`config.mk`:
```
export PLATFORM = sky130hd
export DESIGN_NAME = e1lc_path_ctrl
export DESIGN_NICKNAME = d
export VERILOG_FILES = /design/src/shared/e1lc_pkg.sv /design/src/e1lc_path_ctrl.sv /design/src/e1lc_sync3.sv /design/src/e1lc_line_enc.sv
export SDC_FILE = /design/constraint.sdc
export NUM_CORES = 1
export LEC_CHECK = 0
export ABC_AREA = 1
export ABC_CLOCK_PERIOD_IN_PS = 1500
export BUFFER_PORTS_ARGS = -buffer_cell sky130_fd_sc_hd__buf_2
export CORE_ASPECT_RATIO = 0.8
export CORE_MARGIN = 1
export CORE_UTILIZATION = 25
export DETAILED_ROUTE_END_ITERATION = 8
export HOLD_SLACK_MARGIN = 0.05
export PLACE_DENSITY = 0.46
export SLEW_MARGIN = 20
export SYNTH_ARGS = -nofsm -noshare
export SYNTH_HDL_FRONTEND = slang
export SYNTH_HIERARCHICAL = 1
export SYNTH_SLANG_ARGS = --single-unit
```
`constraint.sdc`:
```
create_clock -name core_clk_i -period 1.5 [get_ports core_clk_i]
set_input_delay 0.075 -clock core_clk_i [delete_from_list [all_inputs] [get_ports core_clk_i]]
set_output_delay 0.075 -clock core_clk_i [all_outputs]
set_load 0.01 [all_outputs]
```
`src/shared/e1lc_pkg.sv`:
```
// Constants and carrier types for the E1 link path control block
package e1lc_pkg;
	// ****************************************
	// Register port
	// ****************************************
	localparam int ADDR_W = 8;
	localparam int DATA_W = 8;
	localparam logic [7:0] OFF_LINK_CTRL_SEL = 8'h14;
	localparam logic [7:0] OFF_CODING_LOOP = 8'h15;
	localparam logic [7:0] OFF_TX_ALARM = 8'h16;
	localparam logic [7:0] RST_LINK_CTRL_SEL = 8'h00;
	localparam logic [7:0] RST_CODING_LOOP = 8'h00;
	localparam logic [7:0] RST_TX_ALARM = 8'h00;
	localparam logic [7:0] USED_LINK_CTRL_SEL = 8'he0;
	localparam logic [7:0] USED_CODING_LOOP = 8'h7f;
	localparam logic [7:0] USED_TX_ALARM = 8'hff;
	localparam logic [7:0] UNMAPPED_READ = 8'h00;
	// Link controller select word
	localparam int B_NAT_SEL = 7;
	localparam int B_S16_SEL = 6;
	localparam int B_RX_TRANSP = 5;
	// Coding and loopback word
	localparam int B_METALLIC = 6;
	localparam int B_AMI = 5;
	localparam int B_MF_REFRAME = 4;
	localparam int B_DIG_LOOP = 3;
	localparam int B_REM_LOOP = 2;
	localparam int B_BP_LOOP = 1;
	localparam int B_PAY_LOOP = 0;
	// Transmit alarm word
	localparam int B_AIS = 7;
	localparam int B_AIS0 = 6;
	localparam int B_SLOT16_ALL_ONES_DETECTED = 5;
	localparam int B_EBIT = 4;
	localparam int B_REFRAME = 3;
	localparam int B_RATE64 = 2;
	localparam int B_DATA_GATE = 1;
	localparam int B_SIG_GATE = 0;
	// ****************************************
	// Timing
	// ****************************************
	localparam int CLK_KHZ = 100000;
	localparam int LINE_KHZ = 2048;
	localparam int ACC_W = 17;
	localparam int BIT_CNT_W = 8;
	localparam logic [4:0] SLOT_ZERO = 5'h00;
	localparam logic [4:0] SLOT_SIXTEEN = 5'h10;
	localparam int RATE64_BIT = 4;
	localparam int RATE8_BIT = 7;
	localparam int SA_W = 5;
	// ****************************************
	// Types
	// ****************************************
	typedef struct packed {
		logic pos;
		logic neg;
	} e1lc_pair_s;
	typedef struct packed {
		logic los;
		logic frame_sync_lost;
		logic crc4_sync_lost;
		logic rx_ais;
		logic multiframe_sync_lost;
		logic slot16_all_ones_detected;
	} e1lc_status_s;
	typedef enum logic [3:0] {
		SYM_ZERO = 4'h1,
		SYM_MARK = 4'h2,
		SYM_BPOL = 4'h4,
		SYM_VIOL = 4'h8
	} e1lc_sym_e;
endpackage : e1lc_pkg

```
`src/e1lc_path_ctrl.sv`:
```
// Control words and bit-level path selection for the E1 transceiver
//
// Strobed register access was chosen for this implementation.
`timescale 1ns/1ps
module e1lc_path_ctrl (
	input wire logic core_clk_i,
	input wire logic sys_rst_i,
	input wire logic [7:0] reg_addr_i,
	input wire logic [7:0] reg_wdata_i,
	input wire logic reg_wr_i,
	input wire logic reg_rd_i,
	output logic [7:0] reg_rdata_o,
	input wire logic line_rx_pos_i,
	input wire logic line_rx_neg_i,
	output logic line_tx_pos_o,
	output logic line_tx_neg_o,
	input wire logic backplane_data_in_i,
	output logic backplane_data_out_o,
	output logic backplane_data_out_oe_o,
	output logic backplane_signalling_out_o,
	output logic backplane_signalling_out_oe_o,
	input wire logic framer_tx_bit_i,
	input wire logic framer_rx_bit_i,
	input wire logic framer_sig_bit_i,
	input wire e1lc_pkg::e1lc_status_s status_i,
	input wire logic ccs_mode_i,
	input wire logic crc4_compare_i,
	input wire logic [4:0] sa_bits_sel_i,
	input wire logic national_bit_link_controller_sel_irq_i,
	input wire logic slot16_link_controller_sel_irq_i,
	output logic bit_tick_o,
	output logic rx_line_bit_o,
	output logic national_bit_link_controller_sel_o,
	output logic [4:0] national_bit_sa_mask_o,
	output logic slot16_link_controller_sel_o,
	output logic national_bit_link_controller_sel_irq_o,
	output logic slot16_link_controller_sel_irq_o,
	output logic receive_transparent_o,
	output logic tx_ebit_o,
	output logic multiframe_reframe_o,
	output logic basic_frame_reframe_o,
	output logic recovered_frame_or_clock_out_o
);
	// ****************************************
	// Declarations
	// ****************************************
	logic [7:0] link_controller_select;
	logic [7:0] coding_loopback_control;
	logic [7:0] transmit_alarm_control;
	logic [e1lc_pkg::ACC_W-1:0] rate_acc;
	logic bit_tick;
	logic [e1lc_pkg::BIT_CNT_W-1:0] bit_cnt;
	logic [4:0] slot;
	logic bp_in_sync;
	e1lc_pkg::e1lc_pair_s rx_pins;
	e1lc_pkg::e1lc_pair_s rx_pair;
	e1lc_pkg::e1lc_pair_s enc_pair;
	logic [3:0] dec_line;
	logic last_pol;
	logic rx_dec_bit;
	logic tx_src_bit;
	logic tx_bit;
	logic prev_mf_reframe;
	logic prev_reframe;
	logic [7:0] next_rdata;

	function automatic logic is_mark(input e1lc_pkg::e1lc_pair_s p);
		is_mark = p.pos ^ p.neg;
	endfunction : is_mark

	function automatic logic in_slot(input logic [4:0] s, input logic [4:0] want);
		in_slot = (s == want);
	endfunction : in_slot

	// ****************************************
	// Control words
	// ****************************************
	// Store used bits only
	always_ff @(posedge core_clk_i) begin
		if (sys_rst_i) begin
			link_controller_select <= e1lc_pkg::RST_LINK_CTRL_SEL;
			coding_loopback_control <= e1lc_pkg::RST_CODING_LOOP;
			transmit_alarm_control <= e1lc_pkg::RST_TX_ALARM;
		end else if (reg_wr_i) begin
			case (reg_addr_i)
				e1lc_pkg::OFF_LINK_CTRL_SEL: begin
					link_controller_select <= reg_wdata_i & e1lc_pkg::USED_LINK_CTRL_SEL;
				end
				e1lc_pkg::OFF_CODING_LOOP: begin
					coding_loopback_control <= reg_wdata_i & e1lc_pkg::USED_CODING_LOOP;
				end
				e1lc_pkg::OFF_TX_ALARM: begin
					transmit_alarm_control <= reg_wdata_i & e1lc_pkg::USED_TX_ALARM;
				end
				default: begin
				end
			endcase
		end
	end

	always_comb begin
		case (reg_addr_i)
			e1lc_pkg::OFF_LINK_CTRL_SEL: next_rdata = link_controller_select;
			e1lc_pkg::OFF_CODING_LOOP: next_rdata = coding_loopback_control;
			e1lc_pkg::OFF_TX_ALARM: next_rdata = transmit_alarm_control;
			default: next_rdata = e1lc_pkg::UNMAPPED_READ;
		endcase
	end

	always_ff @(posedge core_clk_i) begin
		if (sys_rst_i) begin
			reg_rdata_o <= 8'h00;
		end else if (reg_rd_i) begin
			reg_rdata_o <= next_rdata;
		end else begin
			reg_rdata_o <= 8'h00;
		end
	end

	// ****************************************
	// Bit timing
	// ****************************************
	// Fractional divider gives one tick per line bit
	always_ff @(posedge core_clk_i) begin
		if (sys_rst_i) begin
			rate_acc <= '0;
			bit_tick <= 1'b0;
		end else if (rate_acc >= e1lc_pkg::ACC_W'(e1lc_pkg::CLK_KHZ - e1lc_pkg::LINE_KHZ)) begin
			rate_acc <= rate_acc - e1lc_pkg::ACC_W'(e1lc_pkg::CLK_KHZ - e1lc_pkg::LINE_KHZ);
			bit_tick <= 1'b1;
		end else begin
			rate_acc <= rate_acc + e1lc_pkg::ACC_W'(e1lc_pkg::LINE_KHZ);
			bit_tick <= 1'b0;
		end
	end

	always_ff @(posedge core_clk_i) begin
		if (sys_rst_i) begin
			bit_cnt <= '0;
			bit_tick_o <= 1'b0;
		end else begin
			bit_tick_o <= bit_tick;
			if (bit_tick) begin
				bit_cnt <= bit_cnt + 8'h01;
			end
		end
	end

	assign slot = bit_cnt[7:3];

	always_ff @(posedge core_clk_i) begin
		if (sys_rst_i) begin
			recovered_frame_or_clock_out_o <= 1'b0;
		end else if (transmit_alarm_control[e1lc_pkg::B_RATE64]) begin
			recovered_frame_or_clock_out_o <= bit_cnt[e1lc_pkg::RATE64_BIT];
		end else begin
			recovered_frame_or_clock_out_o <= bit_cnt[e1lc_pkg::RATE8_BIT];
		end
	end

	// ****************************************
	// Pin synchronisers
	// ****************************************
	e1lc_sync3 #(
		.WIDTH(3)
	) u_pin_sync (
		.core_clk_i(core_clk_i),
		.sys_rst_i(sys_rst_i),
		.async_i({line_rx_pos_i, line_rx_neg_i, backplane_data_in_i}),
		.sync_o({rx_pins.pos, rx_pins.neg, bp_in_sync})
	);

	// ****************************************
	// Receive path
	// ****************************************
	// Metallic loop source select
	assign rx_pair = coding_loopback_control[e1lc_pkg::B_METALLIC] ?
		e1lc_pkg::e1lc_pair_s'({line_tx_pos_o, line_tx_neg_o}) : rx_pins;

	// HDB3 decode, violation clears itself and the B three bits back
	always_ff @(posedge core_clk_i) begin
		if (sys_rst_i) begin
			dec_line <= 4'h0;
			last_pol <= 1'b0;
		end else if (bit_tick) begin
			if (is_mark(rx_pair)) begin
				last_pol <= rx_pair.pos;
			end
			if (is_mark(rx_pair) && (rx_pair.pos == last_pol)) begin
				dec_line <= {1'b0, dec_line[1:0], 1'b0};
			end else begin
				dec_line <= {dec_line[2:0], is_mark(rx_pair)};
			end
		end
	end

	assign rx_dec_bit = dec_line[3];

	always_ff @(posedge core_clk_i) begin
		if (sys_rst_i) begin
			rx_line_bit_o <= 1'b0;
		end else if (coding_loopback_control[e1lc_pkg::B_DIG_LOOP]) begin
			rx_line_bit_o <= tx_bit;
		end else begin
			rx_line_bit_o <= rx_dec_bit;
		end
	end

	// ****************************************
	// Transmit path
	// ****************************************
	// Payload loop except slot zero
	assign tx_src_bit = (coding_loopback_control[e1lc_pkg::B_PAY_LOOP] &&
		!in_slot(slot, e1lc_pkg::SLOT_ZERO)) ? rx_dec_bit : framer_tx_bit_i;

	assign tx_bit = tx_src_bit | transmit_alarm_control[e1lc_pkg::B_AIS] |
		(transmit_alarm_control[e1lc_pkg::B_AIS0] && in_slot(slot, e1lc_pkg::SLOT_ZERO)) |
		(transmit_alarm_control[e1lc_pkg::B_SLOT16_ALL_ONES_DETECTED] && in_slot(slot, e1lc_pkg::SLOT_SIXTEEN));

	e1lc_line_enc u_line_enc (
		.core_clk_i(core_clk_i),
		.sys_rst_i(sys_rst_i),
		.bit_tick_i(bit_tick),
		.bit_i(tx_bit),
		.ami_only_i(coding_loopback_control[e1lc_pkg::B_AMI]),
		.pair_o(enc_pair)
	);

	always_ff @(posedge core_clk_i) begin
		if (sys_rst_i) begin
			line_tx_pos_o <= 1'b0;
			line_tx_neg_o <= 1'b0;
		end else if (coding_loopback_control[e1lc_pkg::B_REM_LOOP]) begin
			line_tx_pos_o <= rx_pins.pos;
			line_tx_neg_o <= rx_pins.neg;
		end else begin
			line_tx_pos_o <= enc_pair.pos;
			line_tx_neg_o <= enc_pair.neg;
		end
	end

	always_ff @(posedge core_clk_i) begin
		if (sys_rst_i) begin
			tx_ebit_o <= 1'b0;
		end else if (status_i.crc4_sync_lost) begin
			tx_ebit_o <= transmit_alarm_control[e1lc_pkg::B_EBIT];
		end else begin
			tx_ebit_o <= crc4_compare_i;
		end
	end

	// ****************************************
	// Backplane outputs
	// ****************************************
	always_ff @(posedge core_clk_i) begin
		if (sys_rst_i) begin
			backplane_data_out_o <= 1'b0;
		end else if (coding_loopback_control[e1lc_pkg::B_BP_LOOP]) begin
			backplane_data_out_o <= bp_in_sync;
		end else if (link_controller_select[e1lc_pkg::B_RX_TRANSP]) begin
			backplane_data_out_o <= rx_line_bit_o;
		end else begin
			backplane_data_out_o <= framer_rx_bit_i;
		end
	end

	always_ff @(posedge core_clk_i) begin
		if (sys_rst_i) begin
			backplane_data_out_oe_o <= 1'b1;
		end else begin
			backplane_data_out_oe_o <= !(transmit_alarm_control[e1lc_pkg::B_DATA_GATE] &&
				(status_i.los || status_i.frame_sync_lost ||
				status_i.crc4_sync_lost || status_i.rx_ais));
		end
	end

	always_ff @(posedge core_clk_i) begin
		if (sys_rst_i) begin
			backplane_signalling_out_o <= 1'b0;
			backplane_signalling_out_oe_o <= 1'b1;
		end else begin
			backplane_signalling_out_o <= framer_sig_bit_i;
			backplane_signalling_out_oe_o <= !(transmit_alarm_control[e1lc_pkg::B_SIG_GATE] &&
				(status_i.multiframe_sync_lost || status_i.slot16_all_ones_detected));
		end
	end

	// ****************************************
	// Link controllers
	// ****************************************
	always_ff @(posedge core_clk_i) begin
		if (sys_rst_i) begin
			national_bit_link_controller_sel_o <= 1'b0;
			national_bit_sa_mask_o <= 5'h00;
			slot16_link_controller_sel_o <= 1'b0;
			receive_transparent_o <= 1'b0;
		end else begin
			national_bit_link_controller_sel_o <= link_controller_select[e1lc_pkg::B_NAT_SEL];
			national_bit_sa_mask_o <= link_controller_select[e1lc_pkg::B_NAT_SEL] ?
				sa_bits_sel_i : 5'h00;
			slot16_link_controller_sel_o <= link_controller_select[e1lc_pkg::B_S16_SEL] &&
				ccs_mode_i;
			receive_transparent_o <= link_controller_select[e1lc_pkg::B_RX_TRANSP];
		end
	end

	always_ff @(posedge core_clk_i) begin
		if (sys_rst_i) begin
			national_bit_link_controller_sel_irq_o <= 1'b0;
			slot16_link_controller_sel_irq_o <= 1'b0;
		end else begin
			national_bit_link_controller_sel_irq_o <= national_bit_link_controller_sel_irq_i && link_controller_select[e1lc_pkg::B_NAT_SEL];
			slot16_link_controller_sel_irq_o <= slot16_link_controller_sel_irq_i && link_controller_select[e1lc_pkg::B_S16_SEL];
		end
	end

	// ****************************************
	// Reframe triggers
	// ****************************************
	always_ff @(posedge core_clk_i) begin
		if (sys_rst_i) begin
			prev_mf_reframe <= 1'b0;
			prev_reframe <= 1'b0;
			multiframe_reframe_o <= 1'b0;
			basic_frame_reframe_o <= 1'b0;
		end else begin
			prev_mf_reframe <= coding_loopback_control[e1lc_pkg::B_MF_REFRAME];
			prev_reframe <= transmit_alarm_control[e1lc_pkg::B_REFRAME];
			multiframe_reframe_o <= prev_mf_reframe &&
				!coding_loopback_control[e1lc_pkg::B_MF_REFRAME];
			basic_frame_reframe_o <= prev_reframe &&
				!transmit_alarm_control[e1lc_pkg::B_REFRAME];
		end
	end
endmodule : e1lc_path_ctrl

```
`src/e1lc_sync3.sv`:
```
// Three-stage input synchroniser with agreement filter
`timescale 1ns/1ps
module e1lc_sync3 #(
	parameter int WIDTH = 1
) (
	input wire logic core_clk_i,
	input wire logic sys_rst_i,
	input wire logic [WIDTH-1:0] async_i,
	output logic [WIDTH-1:0] sync_o
);
	logic [WIDTH-1:0] stage1;
	logic [WIDTH-1:0] stage2;
	logic [WIDTH-1:0] stage3;

	// Output only follows once the second and third stages agree
	always_ff @(posedge core_clk_i) begin
		if (sys_rst_i) begin
			stage1 <= '0;
			stage2 <= '0;
			stage3 <= '0;
			sync_o <= '0;
		end else begin
			stage1 <= async_i;
			stage2 <= stage1;
			stage3 <= stage2;
			sync_o <= (stage2 & stage3) | (sync_o & (stage2 ^ stage3));
		end
	end
endmodule : e1lc_sync3

```
`src/e1lc_line_enc.sv`:
```
// Transmit line encoder, HDB3 or plain AMI
`timescale 1ns/1ps
module e1lc_line_enc (
	input wire logic core_clk_i,
	input wire logic sys_rst_i,
	input wire logic bit_tick_i,
	input wire logic bit_i,
	input wire logic ami_only_i,
	output e1lc_pkg::e1lc_pair_s pair_o
);
	e1lc_pkg::e1lc_sym_e sym [0:3];
	logic [1:0] zero_run;
	logic pulse_par;
	logic polarity;
	logic make_viol;

	assign make_viol = !ami_only_i && !bit_i && (zero_run == 2'h3);

	// Four-symbol look-ahead with substitution
	always_ff @(posedge core_clk_i) begin
		if (sys_rst_i) begin
			for (int i = 0; i < 4; i++) begin
				sym[i] <= e1lc_pkg::SYM_ZERO;
			end
			zero_run <= 2'h0;
			pulse_par <= 1'b0;
		end else if (bit_tick_i) begin
			sym[0] <= bit_i ? e1lc_pkg::SYM_MARK : e1lc_pkg::SYM_ZERO;
			sym[1] <= sym[0];
			sym[2] <= sym[1];
			sym[3] <= sym[2];
			if (make_viol) begin
				sym[0] <= e1lc_pkg::SYM_VIOL;
				if (!pulse_par) begin
					sym[3] <= e1lc_pkg::SYM_BPOL;
				end
				zero_run <= 2'h0;
				pulse_par <= 1'b0;
			end else if (bit_i) begin
				zero_run <= 2'h0;
				pulse_par <= !pulse_par;
			end else begin
				zero_run <= zero_run + 2'h1;
			end
		end
	end

	// Alternate mark polarity, violations repeat the last one
	always_ff @(posedge core_clk_i) begin
		if (sys_rst_i) begin
			polarity <= 1'b0;
			pair_o <= '0;
		end else if (bit_tick_i) begin
			case (sym[3])
				e1lc_pkg::SYM_MARK, e1lc_pkg::SYM_BPOL: begin
					polarity <= !polarity;
					pair_o <= {!polarity, polarity};
				end
				e1lc_pkg::SYM_VIOL: begin
					pair_o <= {polarity, !polarity};
				end
				default: begin
					pair_o <= '0;
				end
			endcase
		end
	end
endmodule : e1lc_line_enc

```
* Word level (Yosys, flattened, before mapping)
Memory sizes are Yosys's and may differ from the RTL's.
Index checks and enable logic that the tools add are counted.
** Storage, ports and cells
- Register bits :: 99
- Bits in latches :: 0
- Memory bits (writable) :: 16
- Bits in read-only memories :: 0
- Bits of input ports :: 41
- Output and inout port bits :: 30
- Word-level logic and storage cells :: 145
- Memories :: 1
** Operators by class
- Add/sub/neg operators :: 4
- Multipliers :: 0
- Div/mod/pow operators :: 0
- $lt $le $gt $ge :: 1
- Equal/unequal tests :: 9
- Shifts and indexed selects :: 0
- Muxes and demuxes :: 39
- Bitwise logic cells :: 16
- Reductions and logical operators :: 37
** Memory list
- u_line_enc.sym :: depth 4, width 4, rd ports 4, clocked after memory_dff 0, wr ports 4, line e1lc_line_enc.sv:11 : e1lc_pkg::e1lc_sym_e sym [0:3];
** Operators by type and width (count)
- 4-bit two-way mux :: 7
- 1-bit two-way mux :: 25
- 8-bit by 5-bit == test with 1-bit output, second input constant :: 3
- 8-bit one-hot mux with 3 select lines :: 1
- 17-bit by 12-bit adder with 17-bit output, second input constant :: 1
- 17-bit >= comparator, second input constant :: 1
- 17-bit two-way mux :: 1
- 17-bit subtractor, second input constant :: 1
- 1-bit logical AND :: 13
- 2-bit AND reduction :: 6
- 1-bit zero test :: 9
- 1-bit bitwise OR :: 9
- 8-bit by 1-bit adder with 8-bit output, second input constant :: 1
- 2-bit two-way mux :: 4
- 3-bit bitwise AND :: 2
- 2-bit OR reduction :: 3
- 5-bit == test, second input constant :: 1
- 5-bit zero test :: 1
- 4-bit by 2-bit == test with 1-bit output, second input constant :: 1
- 4-bit by 3-bit == test with 1-bit output, second input constant :: 1
- 4-bit == test, second input constant :: 1
- 1-bit logical OR :: 4
- 2-bit one-hot mux with 2 select lines :: 1
- 3-bit bitwise OR :: 1
- 7 further kinds :: 8

* Logic depth before layout (Yosys ltp)
- Word-level depth :: 15
- Depth in mapped cells :: 11
- Mapped depth without buffers :: 11

* Cells and area by module
The synthesis kept the hierarchy.
** By module, submodules not included
- e1lc_path_ctrl :: times used 1, cells each 446, area each 3241.9 um2, seq. area each 1521.5 um2
- e1lc_line_enc :: times used 1, cells each 94, area each 848.3 um2, seq. area each 480.5 um2
- e1lc_sync3 :: times used 1, cells each 43, area each 397.9 um2, seq. area each 240.2 um2

* Least setup slack after synthesis
OpenSTA, ideal clock, no wires.
- Kind :: flip-flop to flip-flop
- Start :: register bit_cnt[3] in the netlist's numbering
- End :: memory u_line_enc/sym[3][0] in the netlist's numbering, data pin
- Library setup time :: 0.252 ns
- Arrival :: 1.320 ns
- Data required time :: 1.248 ns
- Path slack :: -0.073 ns
- Cell stages (with the launch flop) :: 11
- Buffers on the path :: 0
- Clock period less this slack :: 1.573 ns
- Path through :: dfxtp_1 > nor2_1 > nand3_1 > nand3_1 > nand3_1 > nor2_1 > nand2_4 > nor2_4 > nand2_4 > o211ai_2 > inv_2
** RTL lines
- from (decl) :: line e1lc_path_ctrl.sv:52 : logic [e1lc_pkg::BIT_CNT_W-1:0] bit_cnt;
- from (signal assigned) :: line e1lc_path_ctrl.sv:144 : bit_cnt <= bit_cnt + 8'h01;
- to (decl) :: line e1lc_line_enc.sv:11

==> results.py <==
metrics = {
    "status": {
        "status": "finished clean",
    },
    "worst_setup_path": {
        "r2r_slack_ns": 0.04,
        "crit_required_ns": 1.61,
        "rr_worst_depth": 10,
        "worstPathCellList": "nand2_1, o21ai_1, a31oi_1, nand3_2, nor2_4, nand2_4, nor2_4, nand2_4, nand3_1, inv_1",
        "cp.arrival_ns": 1.56,
        "cpLargestDelayFamily": "simple AND/OR/NAND/NOR gates",
        "startpoint_type": "flip-flop",
        "crit_buf_inv": 1,
        "r2r-start": "bit_cnt[7]",
        "slowest_stage": "dfxtp_2",
        "reg2reg_to": "u_line_enc/sym[3][1]",
        "crit_fanout": 4,
        "worstSetupEndpointType": "flip-flop",
        "path_class": "flip-flop to flip-flop",
        "cp_slowest_stage_delay_ns": 0.34,
    },
    "route": {
        "via_per_inst": 4.23,
        "vias": 3995,
        "antenna_left": 0,
        "dr.pass1.iters": 4,
        "drc": 0,
        "routedWlPerCell_um": 11.8,
        "totalWireLength_mm": 11.1,
        "drtIter0Drc": 179,
    },
    "synthesis": {
        "ys_warn_count": 6,
        "synth_top_cell_area_share_pct": 43.3,
        "avgSynthCellArea_um2": 7.70,
        "yosysMostFrequentCell": "nand2_1",
        "synth_commonest_cells": "122 x nand2_1, 97 x dfxtp_1, 76 x inv_1, 76 x nor2_1, 49 x a21oi_1",
        "mappedNetlistArea_um2": 4490,
        "ys.flop_type": "dfxtp_1",
        "synthCells": 583,
        "ys_seq_area_share_pct": 50.0,
        "synth_edf_count": 10,
        "ys_top_cells_by_area": "dfxtp_1 43%, nand2_1 10%, edfxtp_1 6.7%, inv_1 6.4%, nor2_1 6.4%",
        "synth_area_leader_cell": "dfxtp_1",
        "synth.net_count": 632,
        "ys_types": 38,
        "ys_seq_elements": 107,
        "synthArstFlopShare_pct": 0,
    },
    "global_routing": {
        "grt_max_degree": 22,
        "antenna_found_initial": 0,
        "grt_first_pass_wirelength_mm": 18.3,
        "grt_usage_pct": 12.4,
        "grt_pass1_vias": 3851,
        "gr-total-overflow": 0,
    },
    "sta": {
        "tightest_slew_ns": 0.454,
        "fin_crit_ns": 1.46,
        "final_hold_viol_count": 0,
        "setup_viol": 0,
        "slew_headroom_pct": 69.6,
        "final.period_utilization_pct": 97.1,
        "rsz0062_at_grt": "true",
        "fin_setup_tns_ns": 0,
        "max_freq_mhz": 687,
        "slew_viol_final": 0,
        "fin_skew_ns": 0.00887,
    },
    "floorplan": {
        "die-height_um": 122,
        "io_pins": 71,
        "core_area_um2": 17400,
        "initial_core_util_pct": 25.7,
        "die-area_um2": 18500,
        "die_w_um": 152,
        "rows": 43,
    },
    "finish": {
        "diodes": 0,
        "final_layout_size_suffix_gt1_share_pct": 24.3,
        "fin_nets": 763,
        "syn_to_final_growth_pct": 34.2,
    },
    "cts": {
        "cts_tree": "built",
        "cts_root_buffer": "clkbuf_16",
        "cts_buffer_depth": 2,
        "numCtsBuffers": 9,
        "numClockSinks": 107,
        "htreeDepth": 3,
        "clkTransAtPathRegs_ns": 0.07,
        "clock_latency_ns": 0.35,
    },
    "worst_hold_path": {
        "whs_path_depth": 5,
        "hold_start": "framer_rx_bit_i",
        "hold_class": "primary input to flip-flop",
        "min_to": "backplane_data_out_o",
    },
    "power_and_ir_drop": {
        "power_density_nw_per_um2": 937,
        "ir_drop_mv": 0.423,
        "leakage_nw": 2.65,
        "power.total_mw": 5.65,
    },
    "placed_design": {
        "io_buffers": 70,
        "place.gp.congestion": 0.806,
        "dp_hpwl_mm": 7.91,
    },
    "run": {
        "max-cap-violations": 0,
    },
}
==> cells in the final DEF (no fill, tap or decap), types with 6 or more instances in the layout <==
cell           count
nand2_1          122
dfxtp_1           88
inv_1             73
nor2_1            70
buf_2             70
a21oi_1           46
nand3_1           43
buf_4             42
dlygate4sd3_1     27
nand4_1           15
o21ai_0           15
clkbuf_16         10
edfxtp_1          10
dfxtp_2            9
inv_2              6
nand3_2            6
nor3_1             6
xor2_1             6
ha_1               6
==> stage by stage <==
stage               hold slack [ns]  cell area (um2)  instances  setup WS, ns  util [%]
floorplan                     0.144             4510        583      -0.00480         -
detailed placement            0.282             5340        898       -0.0447      30.6
global route                 0.0770             6020        944       -0.0819      34.5
global placement              0.280             5340        898       -0.0280      30.6
finish                       0.0628             6020        944        0.0439      34.5
CTS                          0.0517             5940        943     -0.000641      34.1
==> per-layer routing <==
metal	wire (um)	part of all wire, %	track usage (%)
met1	5520	50	15.9
met2	4940	45	20.3
met3	532	4.8	3.63
met4	94	0.85	3.13
met5	0	0	0
==> worst max-delay path by stage <==
stage	start	endpoint	slack (ns)	depth (start not counted)
after global placement	bit_cnt[7]	u_line_enc/sym[3][3]	-0.03	10
after global routing	bit_cnt[7]	u_line_enc/sym[3][0]	-0.08	10
final	bit_cnt[7]	u_line_enc/sym[3][1]	0.04	10
after CTS	bit_cnt[7]	u_line_enc/sym[3][3]	-0.0006	10
after floorplan	bit_cnt[6]	u_line_enc/sym[3][0]	-0.005	10
after detailed placement	bit_cnt[7]	u_line_enc/sym[3][3]	-0.04	9
==> area by class of cell <==
class / instances / area, um2
clock inverters: 3 / 17.5
fillers: 1810 / 11400
well taps: 225 / 282
flip-flops and latches: 107 / 2250
clock buffers: 13 / 292
multi-input cells: 377 / 1930
inverters: 79 / 297
repair buffers: 140 / 947
==> cell families (layout without fill, tap and decap cells) <==
family,after synthesis,in the layout,share of synthesized area [%]
and+or+nand+nor,282,283,27.7
DFF,107,107,50.0
buffers and inverters,100,235,9.14
AOI/OAI and AO/OA,77,77,9.23
xor gates and xnor gates,9,9,1.76
adders and majority gates,8,8,2.23
==> report_power, final <==
| part | total [mW] | leakage (nW) | internal (mW) | switching, mW |
|---|---|---|---|---|
| clock | 2.40 | 0.153 | 1.36 | 1.04 |
| sequential | 2.93 | 0.884 | 2.91 | 0.0157 |
| combinational | 0.313 | 1.61 | 0.149 | 0.165 |
==> sequential cells by signal, summed over array words and instances (netlist names), 3 cells and up <==
| name | flops |
|---|---|
| link_controller_select | 3 |
| reg_rdata_o | 8 |
| rate_acc | 12 |
| u_pin_sync/stage3 | 3 |
| u_pin_sync/sync_o | 3 |
| u_line_enc/sym | 13 |
| coding_loopback_control | 7 |
| u_pin_sync/stage1 | 3 |
| bit_cnt | 8 |
| u_pin_sync/stage2 | 3 |
| transmit_alarm_control | 8 |
| national_bit_sa_mask_o | 5 |
| dec_line | 4 |
==> worst min-delay path, cell delays in order <==
cell and delay [ns]:
buf_2 0.08, nand2_1 0.04, nand3_1 0.06, o211ai_1 0.07
inv_1 0.05
==> what timing repair did <==
item                                    4_1_cts  5_1_grt
pin swaps                                     7        5
endpoints found under the hold margin        33        0
gates resized for setup                       5       22
endpoints found under the setup margin        6       22
setup buffers                                 2        0
hold buffers                                 27        0
cloned                                        0        1
(Power assumes the default switching activity.)
